## src/rtl/adc_ctl_params.svh

```systemverilog
`ifndef ADC_CTL_PARAMS_SVH
`define ADC_CTL_PARAMS_SVH
// Byte offsets on the register bus
`define OFF_CSR       12'h000
`define OFF_CTRL      12'h004
`define OFF_RESULT0   12'h020
`define OFF_IRQ_STAT  12'h010
`define OFF_IRQ_MASK  12'h014
// Control/status field positions
`define CSR_END_BIT   7
`define CSR_IE_BIT    6
`define CSR_START_BIT 5
`define CSR_RSVD_BIT  4
// Control register field positions
`define CTRL_SCAN_EN  1
`define CTRL_SCAN_SEL 0
// Reset values
`define CSR_RESET     8'h00
`define CTRL_RESET    2'h0
// Result placement
`define RES_LSB       6
`endif

```

## src/rtl/adc_ctl_pkg.sv

```systemverilog
package adc_ctl_pkg;
  typedef enum logic [1:0] {
    ST_IDLE = 2'b00,
    ST_CONV = 2'b01
  } conv_state_t;

  // Request to the analog core
  typedef struct packed {
    logic       start;
    logic [3:0] chan;
  } core_req_t;

  // Answer from the analog core
  typedef struct packed {
    logic       done;
    logic [9:0] data;
  } core_rsp_t;
endpackage

```

## src/rtl/adc_control_status_logic.sv

```systemverilog
// The implementer's own choices: the placing of the registers and register access over AHB-Lite.
`include "adc_ctl_params.svh"
`timescale 1ns/100ps
`default_nettype none
module adc_control_status_logic #(
  parameter int NCHAN = 12
) (
  input  wire logic                  hclk,
  input  wire logic                  hresetn,
  input  wire logic                  hsel,
  input  wire logic [11:0]           haddr,
  input  wire logic [1:0]            htrans,
  input  wire logic                  hwrite,
  input  wire logic [2:0]            hsize,
  input  wire logic [31:0]           hwdata,
  input  wire logic                  hready,
  output logic      [31:0]           hrdata,
  output logic                       hreadyout,
  output logic                       hresp,
  input  wire logic                  pulse_timer_unit_trig,
  input  wire logic                  byte_timer_trig,
  output adc_ctl_pkg::core_req_t     core_req,
  input  wire adc_ctl_pkg::core_rsp_t core_rsp,
  output logic                       conv_end_interrupt,
  output logic                       irq
);
  import adc_ctl_pkg::*;

  // Address phase capture
  logic        ap_valid;
  logic        ap_write;
  logic [11:0] ap_addr;
  logic        next_ap_valid;
  logic        next_ap_write;
  logic [11:0] next_ap_addr;

  // Register state
  logic        conv_end_flag;
  logic        conv_end_irq_enable;
  logic        conv_start_bit;
  logic [3:0]  chan_select;
  logic        scan_enable;
  logic        scan_group_select;
  logic        flag_seen_one;
  logic [1:0]  irq_stat;
  logic [1:0]  irq_mask;
  conv_state_t state;
  logic [3:0]  cur_chan;
  logic [15:0] result [NCHAN];
  logic        core_start;
  logic [31:0] rdata;

  logic        next_conv_end_flag;
  logic        next_conv_end_irq_enable;
  logic        next_conv_start_bit;
  logic [3:0]  next_chan_select;
  logic        next_scan_enable;
  logic        next_scan_group_select;
  logic        next_flag_seen_one;
  logic [1:0]  next_irq_stat;
  logic [1:0]  next_irq_mask;
  conv_state_t next_state;
  logic [3:0]  next_cur_chan;
  logic        next_core_start;
  logic [31:0] next_rdata;

  // Timer triggers come from other logic on hclk
  logic trig;
  assign trig = pulse_timer_unit_trig | byte_timer_trig;

  // First channel of the group picked by the select field
  function automatic logic [3:0] group_first(input logic [3:0] sel, input logic scn,
                                             input logic gsel);
    if (!scn || sel[3])
      group_first = scn ? 4'h8 : sel;
    else if (gsel)
      group_first = 4'h0;
    else
      group_first = {2'b00, sel[2], 1'b0} << 1;
    if (!scn)
      group_first = sel;
  endfunction

  // Decoded register hits in the data phase
  logic wr_csr;
  logic rd_csr;
  logic wr_ctrl;
  logic wr_stat;
  logic wr_mask;
  logic last_in_group;
  logic done_evt;
  assign wr_csr  = ap_valid && ap_write && ap_addr == `OFF_CSR;
  assign rd_csr  = ap_valid && !ap_write && ap_addr == `OFF_CSR;
  assign wr_ctrl = ap_valid && ap_write && ap_addr == `OFF_CTRL;
  assign wr_stat = ap_valid && ap_write && ap_addr == `OFF_IRQ_STAT;
  assign wr_mask = ap_valid && ap_write && ap_addr == `OFF_IRQ_MASK;
  assign done_evt = state == ST_CONV && core_rsp.done && conv_start_bit;
  // Group ends where the select field points
  assign last_in_group = !scan_enable || cur_chan == chan_select;

  // Bus slave: zero wait states, always OKAY
  always_comb begin
    next_ap_valid = ap_valid;
    next_ap_write = ap_write;
    next_ap_addr  = ap_addr;
    if (hready) begin
      next_ap_valid = hsel && htrans[1];
      next_ap_write = hwrite;
      next_ap_addr  = {haddr[11:2], 2'b00};
    end
  end

  always_ff @(posedge hclk or negedge hresetn) begin
    if (!hresetn) begin
      ap_valid <= 1'b0;
      ap_write <= 1'b0;
      ap_addr  <= 12'h000;
    end else begin
      ap_valid <= next_ap_valid;
      ap_write <= next_ap_write;
      ap_addr  <= next_ap_addr;
    end
  end

  // Read mux; reads settle one cycle after the address phase
  always_comb begin
    next_rdata = 32'h0000_0000;
    if (hready && hsel && htrans[1] && !hwrite) begin
      case ({haddr[11:2], 2'b00})
        `OFF_CSR:      next_rdata = {24'h00_0000, next_conv_end_flag, next_conv_end_irq_enable,
                                     next_conv_start_bit, 1'b0, next_chan_select};
        `OFF_CTRL:     next_rdata = {30'h0000_0000, next_scan_enable, next_scan_group_select};
        `OFF_IRQ_STAT: next_rdata = {30'h0000_0000, next_irq_stat};
        `OFF_IRQ_MASK: next_rdata = {30'h0000_0000, next_irq_mask};
        default: begin
          if (haddr >= `OFF_RESULT0 && haddr < `OFF_RESULT0 + 12'(4 * NCHAN))
            // Word index counted from the first result slot, not from address zero
            next_rdata = {16'h0000, result[4'(haddr[6:2] - 5'h08)]};
        end
      endcase
    end
  end

  // Control/status and conversion sequencing
  always_comb begin
    next_conv_end_flag       = conv_end_flag;
    next_conv_end_irq_enable = conv_end_irq_enable;
    next_conv_start_bit      = conv_start_bit;
    next_chan_select         = chan_select;
    next_scan_enable         = scan_enable;
    next_scan_group_select   = scan_group_select;
    next_flag_seen_one       = flag_seen_one;
    next_irq_stat            = irq_stat;
    next_irq_mask            = irq_mask;
    next_state               = state;
    next_cur_chan            = cur_chan;
    next_core_start          = 1'b0;
    // Arm clearing only after software has seen the flag high
    if (rd_csr && conv_end_flag)
      next_flag_seen_one = 1'b1;
    if (wr_csr) begin
      if (!hwdata[`CSR_END_BIT] && flag_seen_one) begin
        next_conv_end_flag = 1'b0;
        next_flag_seen_one = 1'b0;
      end
      next_conv_end_irq_enable = hwdata[`CSR_IE_BIT];
      next_conv_start_bit      = hwdata[`CSR_START_BIT];
      // Field is only safe to change while halted; written anyway
      next_chan_select         = hwdata[3:0];
    end
    if (wr_ctrl) begin
      next_scan_enable       = hwdata[`CTRL_SCAN_EN];
      next_scan_group_select = hwdata[`CTRL_SCAN_SEL];
    end
    if (trig)
      next_conv_start_bit = 1'b1;
    case (state)
      ST_IDLE: begin
        if (next_conv_start_bit && !conv_start_bit) begin
          next_state      = ST_CONV;
          next_cur_chan   = group_first(next_chan_select, next_scan_enable,
                                        next_scan_group_select);
          next_core_start = 1'b1;
        end
      end
      ST_CONV: begin
        if (!next_conv_start_bit) begin
          next_state = ST_IDLE;
        end else if (core_rsp.done) begin
          if (last_in_group) begin
            next_conv_end_flag = 1'b1;
            next_irq_stat[0]   = 1'b1;
          end
          if (!scan_enable) begin
            next_conv_start_bit = 1'b0;
            next_state          = ST_IDLE;
          end else begin
            // Wrap to group start and keep going
            next_cur_chan   = last_in_group ? group_first(chan_select, scan_enable,
                                                          scan_group_select)
                                            : cur_chan + 4'h1;
            next_core_start = 1'b1;
          end
        end
      end
      default: next_state = ST_IDLE;
    endcase
    // Write-one clear; a same-cycle event wins on bit 1, but bit 0 still clears if it was already set
    if (wr_stat)
      next_irq_stat = next_irq_stat & ~(hwdata[1:0] & irq_stat);
    if (done_evt)
      next_irq_stat[1] = 1'b1;
    if (wr_mask)
      next_irq_mask = hwdata[1:0];
  end

  always_ff @(posedge hclk or negedge hresetn) begin
    if (!hresetn) begin
      conv_end_flag       <= 1'b0;
      conv_end_irq_enable <= 1'b0;
      conv_start_bit      <= 1'b0;
      chan_select         <= 4'h0;
      scan_enable         <= 1'b0;
      scan_group_select   <= 1'b0;
      flag_seen_one       <= 1'b0;
      irq_stat            <= 2'h0;
      irq_mask            <= 2'h0;
      state               <= ST_IDLE;
      cur_chan            <= 4'h0;
      core_start          <= 1'b0;
      rdata               <= 32'h0000_0000;
    end else begin
      conv_end_flag       <= next_conv_end_flag;
      conv_end_irq_enable <= next_conv_end_irq_enable;
      conv_start_bit      <= next_conv_start_bit;
      chan_select         <= next_chan_select;
      scan_enable         <= next_scan_enable;
      scan_group_select   <= next_scan_group_select;
      flag_seen_one       <= next_flag_seen_one;
      irq_stat            <= next_irq_stat;
      irq_mask            <= next_irq_mask;
      state               <= next_state;
      cur_chan            <= next_cur_chan;
      core_start          <= next_core_start;
      rdata               <= next_rdata;
    end
  end

  // Result store, one word per channel, low six bits zero
  genvar g;
  generate
    for (g = 0; g < NCHAN; g++) begin : g_res
      always_ff @(posedge hclk or negedge hresetn) begin
        if (!hresetn)
          result[g] <= 16'h0000;
        else if (done_evt && cur_chan == 4'(g))
          result[g] <= {core_rsp.data, 6'h00};
      end
    end
  endgenerate

  // Registered outputs
  always_ff @(posedge hclk or negedge hresetn) begin
    if (!hresetn) begin
      conv_end_interrupt <= 1'b0;
      irq                <= 1'b0;
      core_req           <= '0;
    end else begin
      conv_end_interrupt <= next_conv_end_flag & next_conv_end_irq_enable;
      irq                <= |(next_irq_stat & next_irq_mask);
      core_req.start     <= next_core_start;
      core_req.chan      <= next_cur_chan;
    end
  end

  assign hrdata    = rdata;
  assign hreadyout = 1'b1;
  assign hresp     = 1'b0;
endmodule
`default_nettype wire

```

## config.mk

```make
export PLATFORM = sky130hd
export DESIGN_NAME = adc_control_status_logic
export DESIGN_NICKNAME = d
export VERILOG_FILES = /design/src/rtl/adc_ctl_pkg.sv /design/src/rtl/adc_control_status_logic.sv
export VERILOG_INCLUDE_DIRS = /design/src /design/src/rtl
export SDC_FILE = /design/constraint.sdc
export NUM_CORES = 1
export LEC_CHECK = 0
export ABC_AREA = 1
export BUFFER_PORTS_ARGS = -buffer_cell sky130_fd_sc_hd__buf_4
export CAP_MARGIN = 40
export CORE_ASPECT_RATIO = 0.9
export CORE_MARGIN = 2
export CORE_UTILIZATION = 52
export DETAILED_ROUTE_END_ITERATION = 16
export HOLD_SLACK_MARGIN = 0.08
export PLACE_DENSITY_LB_ADDON = 0.2
export SKIP_CTS_REPAIR_TIMING = 1
export SYNTH_ARGS = -nofsm -noshare
export SYNTH_HDL_FRONTEND = slang
export SYNTH_SLANG_ARGS = --single-unit
```

## constraint.sdc

```tcl
create_clock -name hclk -period 1.36 [get_ports hclk]
set_clock_uncertainty 0.05 [all_clocks]
set_input_delay 0.068 -clock hclk [delete_from_list [all_inputs] [get_ports hclk]]
set_output_delay 0.068 -clock hclk [all_outputs]
set_load 0.02 [all_outputs]
```

Word level (Yosys, flattened, before mapping)
Index checks and enable logic that the tools add are counted.
Operators by class
  add/subtract/negate cells: 2
  multiply operators: 0
  div/mod/pow operators: 0
  magnitude comparators: 3
  eq/ne operators: 25
  shift-type cells: 0
  muxes and demuxes: 52
  bitwise operators: 7
  reductions and logical operators: 46
Operator list (number)
  $pmux W32 S4: 1
  $bmux W16 S4: 1
  $mux W16: 3
  $eq A10 B3 Y1 const B: 4
  $mux W4: 9
  $mux W32: 1
  $logic_and A1 B1 Y1: 29
  $mux W1: 26
  $eq A10 B1 Y1 const B: 2
  $eq A4 B3 Y1 const B: 4
  $eq A4 B4 Y1 const B: 4
  $ge A12 B6 Y1 const B: 1
  $logic_not A12 Y1: 1
  $lt A12 B7 Y1 const B: 1
  $mux W2: 6
  $logic_not A10 Y1: 1
  $eq A4 B2 Y1 const B: 2
  $pmux W4 S2: 1
  $and A2 B2 Y2: 3
  $logic_not A1 Y1: 6
  $mux W3: 2
  $ne A2 B2 Y1 const B: 3
  $ne A3 B3 Y1 const B: 2
  $ge A5 B5 Y1 const B: 1
  other kinds (19): 21
Storage, ports and cells
  register bits after elaboration: 187
  bits in latches: 0
  RAM bits: 0
  memory bits (read-only): 0
  bits of input ports: 67
  output and inout port bits: 41
  word-level logic and storage cells: 165
  memories kept: 0

Logic depth before layout (Yosys ltp)
Gate-level depths: netlist of the first run.
  word-level depth: 11
  depth in mapped cells: 13
  depth with buffers taken out: 13

Least setup slack after synthesis of the first run
Ideal clock, no wire load.
  path type: flip-flop to flip-flop
  start point: register, netlist name core_req[2]
  end point: register result[86] (netlist bit)
  setup time: 130 ps
  data arrival time: 1329 ps
  required time: 1180 ps
  setup slack: -150 ps
  cell stages (with the launch flop): 8
  buffers on the path: 2
  clock period less this slack: 1510 ps
  cell sequence: dfrtp_1 > buf_2 > inv_2 > nor2_1 > nand2_1 > nor2_1 > clkbuf_1 > o21ai_0
RTL lines
  end signal: indexed assignment: line adc_control_status_logic.sv:257  | result[g] <= {core_rsp.data, 6'h00};
  end: declaration: line adc_control_status_logic.sv:49  | logic [15:0] result [NCHAN];

==> results of run 1 <==
-- worst min path at each step --
stage,startpoint,endpoint,slack [ns]
after global placement,hresetn,result[79]$_DFFE_PN0P_,-0.04
after floorplan,hresetn,ap_addr[10]$_DFFE_PN0P_,-0.28
final,hready,ap_addr[4]$_DFFE_PN0P_,0.02
after CTS,hresetn,result[154]$_DFFE_PN0P_,-0.50
after detailed placement,hresetn,result[79]$_DFFE_PN0P_,-0.03
after global routing,hresetn,result[110]$_DFFE_PN0P_,0.06
-- synthesized netlist by cell type (2+ instances only) --
cell type	n
nand3_1	23
inv_2	15
inv_1	103
xor2_1	2
o211ai_1	2
dfrtp_1	169
nand2_4	3
a21oi_2	8
a31oi_1	2
nand2_1	168
nor3_1	4
o21ai_2	4
o221ai_1	17
a21oi_1	110
mux2_2	4
buf_4	22
nand2_2	7
nor2_2	5
clkbuf_1	14
nand3_2	2
buf_2	27
nand4_1	4
conb_1	2
nor2_8	2
o21ai_1	25
ha_1	4
nor2_1	93
o21ai_0	104
buf_6	3
-- cells by family (layout without fill, tap and decap cells) --
family	after synthesis	in the layout	share of synthesized area (%)
and+or+nand+nor	318	318	17.38
xor gates and xnor gates	2	2	0.2167
buffers and inverters	186	364	10.37
DFF	169	169	52.30
other	2	19	0.09287
muxes	4	4	0.5570
AOI/OAI and AO/OA	274	274	18.47
adders and majority gates	4	4	0.6189
-- final cells by class --
type	instances	area share, %
sequential	169	36.62
multi-input combinational	621	33.56
timing repair buffer	213	18.58
clock buffer	22	4.102
inverter	119	3.929
tap	202	2.186
clock inverter	10	1.017
-- per-stage QoR --
stage               instance area [sq um]  hold slack (ns)
global placement                     9354         -0.03607
CTS                                  9946          -0.5015
detailed placement                   9354         -0.03484
global route                        11560          0.06490
finish                              11560          0.01502
floorplan                            8189          -0.2776
-- worst reg2reg max path: stages (launching register included) --
cell     delay (ns)
dfrtp_2        0.45
inv_4          0.08
nand2_1        0.08
nand2_1        0.08
nor2_2         0.17
nand4_1        0.17
o21ai_0        0.31
nand2_1        0.09
nand2_1        0.08
nand2_1        0.05
nand2_1        0.05
-- power groups by stage --
stage,sequential (mW),clock (mW),combinational [mW]
2_1_floorplan,7.36,0,2.78
3_5_place_dp,7.46,0,4.16
5_1_grt,7.81,5.16,6.46
6_report,7.67,4.90,5.91
4_1_cts,7.40,4.94,4.20
3_3_place_gp,7.41,0,4.02
-- state kept, by name, indices dropped and copies added, names as in the netlist, 2 cells and up --
name	cells
hrdata	15
irq_stat	2
result	120
ap_addr	10
core_req	5
irq_mask	2
chan_select	4
-- per-layer routing --
metal	global-route usage, %	share of wire, %	up-vias
met3	5.659	8.5	107
met1	38.55	40	3746
met2	41.91	47	387
met4	8.854	3.9	0
li1	-	-	3459
met5	0	0	-
==> out/summary.txt, run 1 <==
drt via density: 5.678
part of the power in registers: 41.5%
multi-input combinational cell area: 3880 sq um
Final Setup Violations: 144
asr flop ratio synth: 100.0%
Clk pwr share: 26.5%
largest area contributor in the netlist: dfrtp_1
Worst-Skew Late Latency: 0.44 ns
Vias: 7699
initial antenna violation count: 0
final WL: 26.12 mm
Final Core Density: 75.40%
Max Cap Viol: 0
register bit count reported by yosys: 169
row cnt: 43
Die ar.: 16570 sq um
DR DRC count: 0
post-route ant nets: 0
unrepaired setup endpoints after global routing: yes
critical path start-end classification: reg2reg
drt pass-1 iters: 6
CP Capture Type: flop
Hold Crit Class: in2reg
Hold Violations, Final: 0
Yosys warning count: 0
CP endpoint: core_req[2]$_DFFE_PN0P_
combinational power share: 32.0%
Setup crit start: core_req[0]$_DFFE_PN0P_
WHS Path Cells: 4
# IOs: 108
main flop type after synthesis: dfrtp_1
CTS tree: done
vias in the first global route: 6610
CP Launch Type: flop
GRT Resource Usage Total: 27.09%
antenna cell count: 0
WP buf/inv: 1
die height: 122.3 um
failing checks: setup timing
Final Total Pwr: 18.47 mW
initial core utilization: 52.74%
share of the synthesized area in the top cell type: 52.30%
WL/cell: 19.26 um
maximum clock insertion buffer count: 2
Core ar.: 15330 sq um
Register Area: 4234 sq um
pre-CTS WS: -0.2869 ns
Arrival @ worst endpoint: 2.05 ns
hpwl dp: 14.63 mm
Netlist cell types: 40
RD Place Congestion: 0.8947
CP most frequent cell: nand2_1
highest clock rate: 578.4 MHz
clock root cell: clkbuf_16
Net Sw Frac: 34.21%
CP Cell Sequence: inv_4 -> nand2_1 -> nand2_1 -> nor2_2 -> nand4_1 -> o21ai_0 -> nand2_1 -> nand2_1 -> nand2_1 -> nand2_1
Power Dens Cells: 1598 nW/um^2
worst r2r dst: core_req[2]$_DFFE_PN0P_
Final #Nets: 1212
status: finished, violations left
GRT Residual Overflow: 0
syn_area_per_cell: 8.432 sq um
largest net degree at the start of global routing: 40
CP max stage cell: dfrtp_2
clk sink count: 169
Cell Count Post-Placement: 1259
Filler Cell Count: 1016
top cells by area, synth: dfrtp_1 52%, nand2_1 7.8%, a21oi_1 6.8%, o21ai_0 6.4%, inv_1 4.8%
Die Span X: 135.5 um
Max stage delay on crit path: 0.45 ns
Syn Inst Count: 959
Iter 0 DRT Violations: 686
worst r2r path cells: 10
Final Max Slew Viols: 0
EDFF count, synth: 0
Syn Std Cell Area: 8087 sq um
crit path max fanout: 5
most frequent cells in the layout: 165 x dfrtp_1, 134 x buf_4, 120 x nand2_1, 102 x inv_1, 75 x a21oi_1
Seq/Total Area, Yosys: 52.30%
P_int: 12.15 mW
PortBufs: 57
Lkg Pwr: 5.538 nW
final period utilization: 127.1%
Cell Count, Final, Fillers Out: 1356
required time of the critical path: 1.68 ns
layout cells sized above 1: 36.83%
total CTS buffers: 17
setup ws final: -0.3688 ns
first-pass GRT wire length: 33.97 mm
crit path time final: 1.729 ns
Post-Route Setup TNS: -20.58 ns
NetSw: 6.321 mW
H-tree depth: 4
critical path depth: 10
P&R area growth vs syn: 42.97%
commonest non-fill, non-tap cell in the layout: dfrtp_1
CP delay by family, top: simple AND/OR/NAND/NOR gates
Critical R2R Launch: core_req[0]$_DFFE_PN0P_
clock transition at the registers of the reported paths: 0.06 ns
reg2reg setup slack: -0.37 ns
maximum vdd drop: 1.162 mV
No activity file was read; power rests on OpenSTA's default activity.
==> inputs of run 2 (changes only) <==
--- a/config.mk
+++ b/config.mk
@@ -6,8 +6,7 @@
 export SDC_FILE = /design/constraint.sdc
 export NUM_CORES = 1
 export LEC_CHECK = 0
-export ABC_AREA = 1
-export BUFFER_PORTS_ARGS = -buffer_cell sky130_fd_sc_hd__buf_4
+export BUFFER_PORTS_ARGS = -buffer_cell sky130_fd_sc_hd__clkbuf_2
 export CAP_MARGIN = 40
 export CORE_ASPECT_RATIO = 0.9
 export CORE_MARGIN = 2
==> out/summary.txt, run 2 <==
vias in the first global route: 5621
Iter 0 DRT Violations: 418
hold path startpoint: hwdata[1]
row cnt: 42
fin area: 11210 sq um
Tightest Pin Transition: 0.5465 ns
Syn Std Cell Area: 7880 sq um
Final Setup Violations: 157
required time of the critical path: 1.63 ns
highest clock rate: 389.1 MHz
Die Span X: 133.8 um
failing checks: setup timing
hold path endpoint: chan_select[1]$_DFF_PN0_
commonest cells in the synthesized netlist: 169 x dfrtp_1, 133 x mux2_2, 31 x mux4_2
Lkg Pwr: 5.234 nW
critical path start-end classification: reg2reg
drt pass-1 iters: 5
main flop type after synthesis: dfrtp_1
cell with the most instances after synthesis: dfrtp_1
Arrival @ worst endpoint: 2.84 ns
post-route ant nets: 0
worst r2r path cells: 6
Biggest register: result
max FFs per register: 120
Final Max Slew Viols: 0
Power Dens Cells: 1759 nW/um^2
Hold Violations, Final: 0
most frequent cells in the layout: 165 x dfrtp_1, 122 x mux2_4, 96 x buf_4, 56 x clkbuf_2, 31 x mux4_2
Final #Nets: 831
WL/cell: 21.21 um
syn_area_per_cell: 13.87 sq um
Max Cap Viol: 0
Cell Count Post-Placement: 894
first-pass GRT wire length: 31.11 mm
drt via density: 5.610
register bit count reported by yosys: 169
Netlist cell types: 53
crit path max fanout: 5
largest area contributor in the netlist: dfrtp_1
setup ws final: -1.210 ns
reg2reg setup slack: -1.21 ns
DR DRC count: 0
Core ar.: 14770 sq um
Final Core Density: 75.89%
Worst-Skew Late Latency: 0.43 ns
worst hold slack: 0.03764 ns
CP Launch Type: flop
Cell Count, Final, Fillers Out: 971
initial core utilization: 53.36%
status: finished, violations left
maximum clock insertion buffer count: 2
Hold Crit Class: in2reg
# IOs: 108
clk sink count: 169
H-tree depth: 4
worst r2r dst: hrdata[1]$_DFF_PN0_
Seq/Total Area, Yosys: 53.67%
crit path time final: 2.570 ns
WHS Path Cells: 3
maximum vdd drop: 1.530 mV
final period utilization: 189.0%
unrepaired setup endpoints after global routing: yes
share of the synthesized area in the top cell type: 53.67%
hpwl dp: 12.80 mm
antenna cell count: 0
Rel. slew slack: 63.57%
clock transition at the registers of the reported paths: 0.06 ns
EDFF count, synth: 0
Vias: 5447
Critical R2R Launch: ap_addr[10]$_DFFE_PN0P_
Cell Area, Placed: 9965 sq um
layout cells sized above 1: 56.40%
RD Place Congestion: 0.8488
PortBufs: 57
commonest non-fill, non-tap cell in the layout: dfrtp_1
Syn Inst Count: 568
GRT Residual Overflow: 0
Die ar.: 16160 sq um
final WL: 20.60 mm
GRT Resource Usage Total: 25.74%
total CTS buffers: 17
clock root cell: clkbuf_16
initial antenna violation count: 0
Yosys warning count: 0
P&R area growth vs syn: 42.20%
asr flop ratio synth: 100.0%
top cells by area, synth: dfrtp_1 54%, mux2_2 19%, mux4_2 8.9%, mux2i_1 2.8%, buf_4 1.8%
die height: 120.8 um
CTS tree: done
CP Capture Type: flop
largest net degree at the start of global routing: 54
## run 2: cell count changes after synthesis, sizes merged, moves of 31 or more
cell   change
mux2     +130
a21oi    -114
mux4      +31
nor2      -84
o21ai    -116
nand2    -166
inv      -100
## run 2: kinds of logic after synthesis
kind of cell             share of synthesized area, %
AO/OA/AOI/OAI                                   3.478
XOR/XNOR                                       0.5557
adder cells (fa/ha/maj)                        0.6351
buffers and inverters                           4.366
flip-flops                                      53.67
multiplexers                                    30.85
other                                         0.09530
AND/OR/NAND/NOR                                 6.352
## run 2: how the worst max path moves through the flow
stage | from | end
2_1_floorplan | ap_addr[5]$_DFFE_PN0P_ | hrdata[1]$_DFF_PN0_
3_3_place_gp | ap_addr[5]$_DFFE_PN0P_ | hrdata[1]$_DFF_PN0_
3_5_place_dp | ap_addr[5]$_DFFE_PN0P_ | hrdata[1]$_DFF_PN0_
4_1_cts | ap_addr[5]$_DFFE_PN0P_ | hrdata[1]$_DFF_PN0_
5_1_grt | ap_addr[6]$_DFFE_PN0P_ | hrdata[1]$_DFF_PN0_
6_report | ap_addr[10]$_DFFE_PN0P_ | hrdata[1]$_DFF_PN0_
## run 2: power by group
group	switching, mW	total, mW	internal [mW]
Combinational	2.44	6.80	4.36
Sequential	0.998	7.53	6.54
Clock	2.15	5.38	3.23
Total	5.59	19.7	14.1
## run 2: per-stage QoR
| step | total power, mW | setup TNS (ns) | setup WS (ns) |
|---|---|---|---|
| 3_5_place_dp | 13.65 | -62.14 | -1.278 |
| 6_report | 19.72 | -68.77 | -1.210 |
| 3_3_place_gp | 13.35 | -60.26 | -1.208 |
| 5_1_grt | 20.54 | -76.16 | -1.259 |
| 4_1_cts | 19.18 | -63.99 | -1.289 |
| 2_1_floorplan | 11.74 | -66.34 | -1.241 |
## run 2: layer usage
metal / share of wire (%) / vias to the layer above / GRT usage, %
met2: 51 / 168 / 42.50
met1: 43 / 2833 / 33.62
met3: 4.3 / 27 / 5.535
met5: 0 / - / 0
li1: - / 2419 / -
met4: 2.0 / 0 / 9.907
## run 2: cell type report
| cell class | instances | area, sq um |
|---|---|---|
| Multi-Input combinational cell | 346 | 4195 |
| Sequential cell | 169 | 4234 |
| Tap cell | 198 | 247.7 |
| Inverter | 18 | 75.07 |
| Timing Repair Buffer | 208 | 1799 |
| Clock inverter | 13 | 201.4 |
| Clock buffer | 19 | 452.9 |
| Fill cell | 928 | 3561 |
## run 2: worst max-delay path, cell delays in order (launching register included)
cell and delay (ns):
dfrtp_1 0.38, or4b_4 0.58, or4_4 0.53, mux2i_2 0.22
inv_1 0.10, mux4_2 0.46, and2_4 0.15
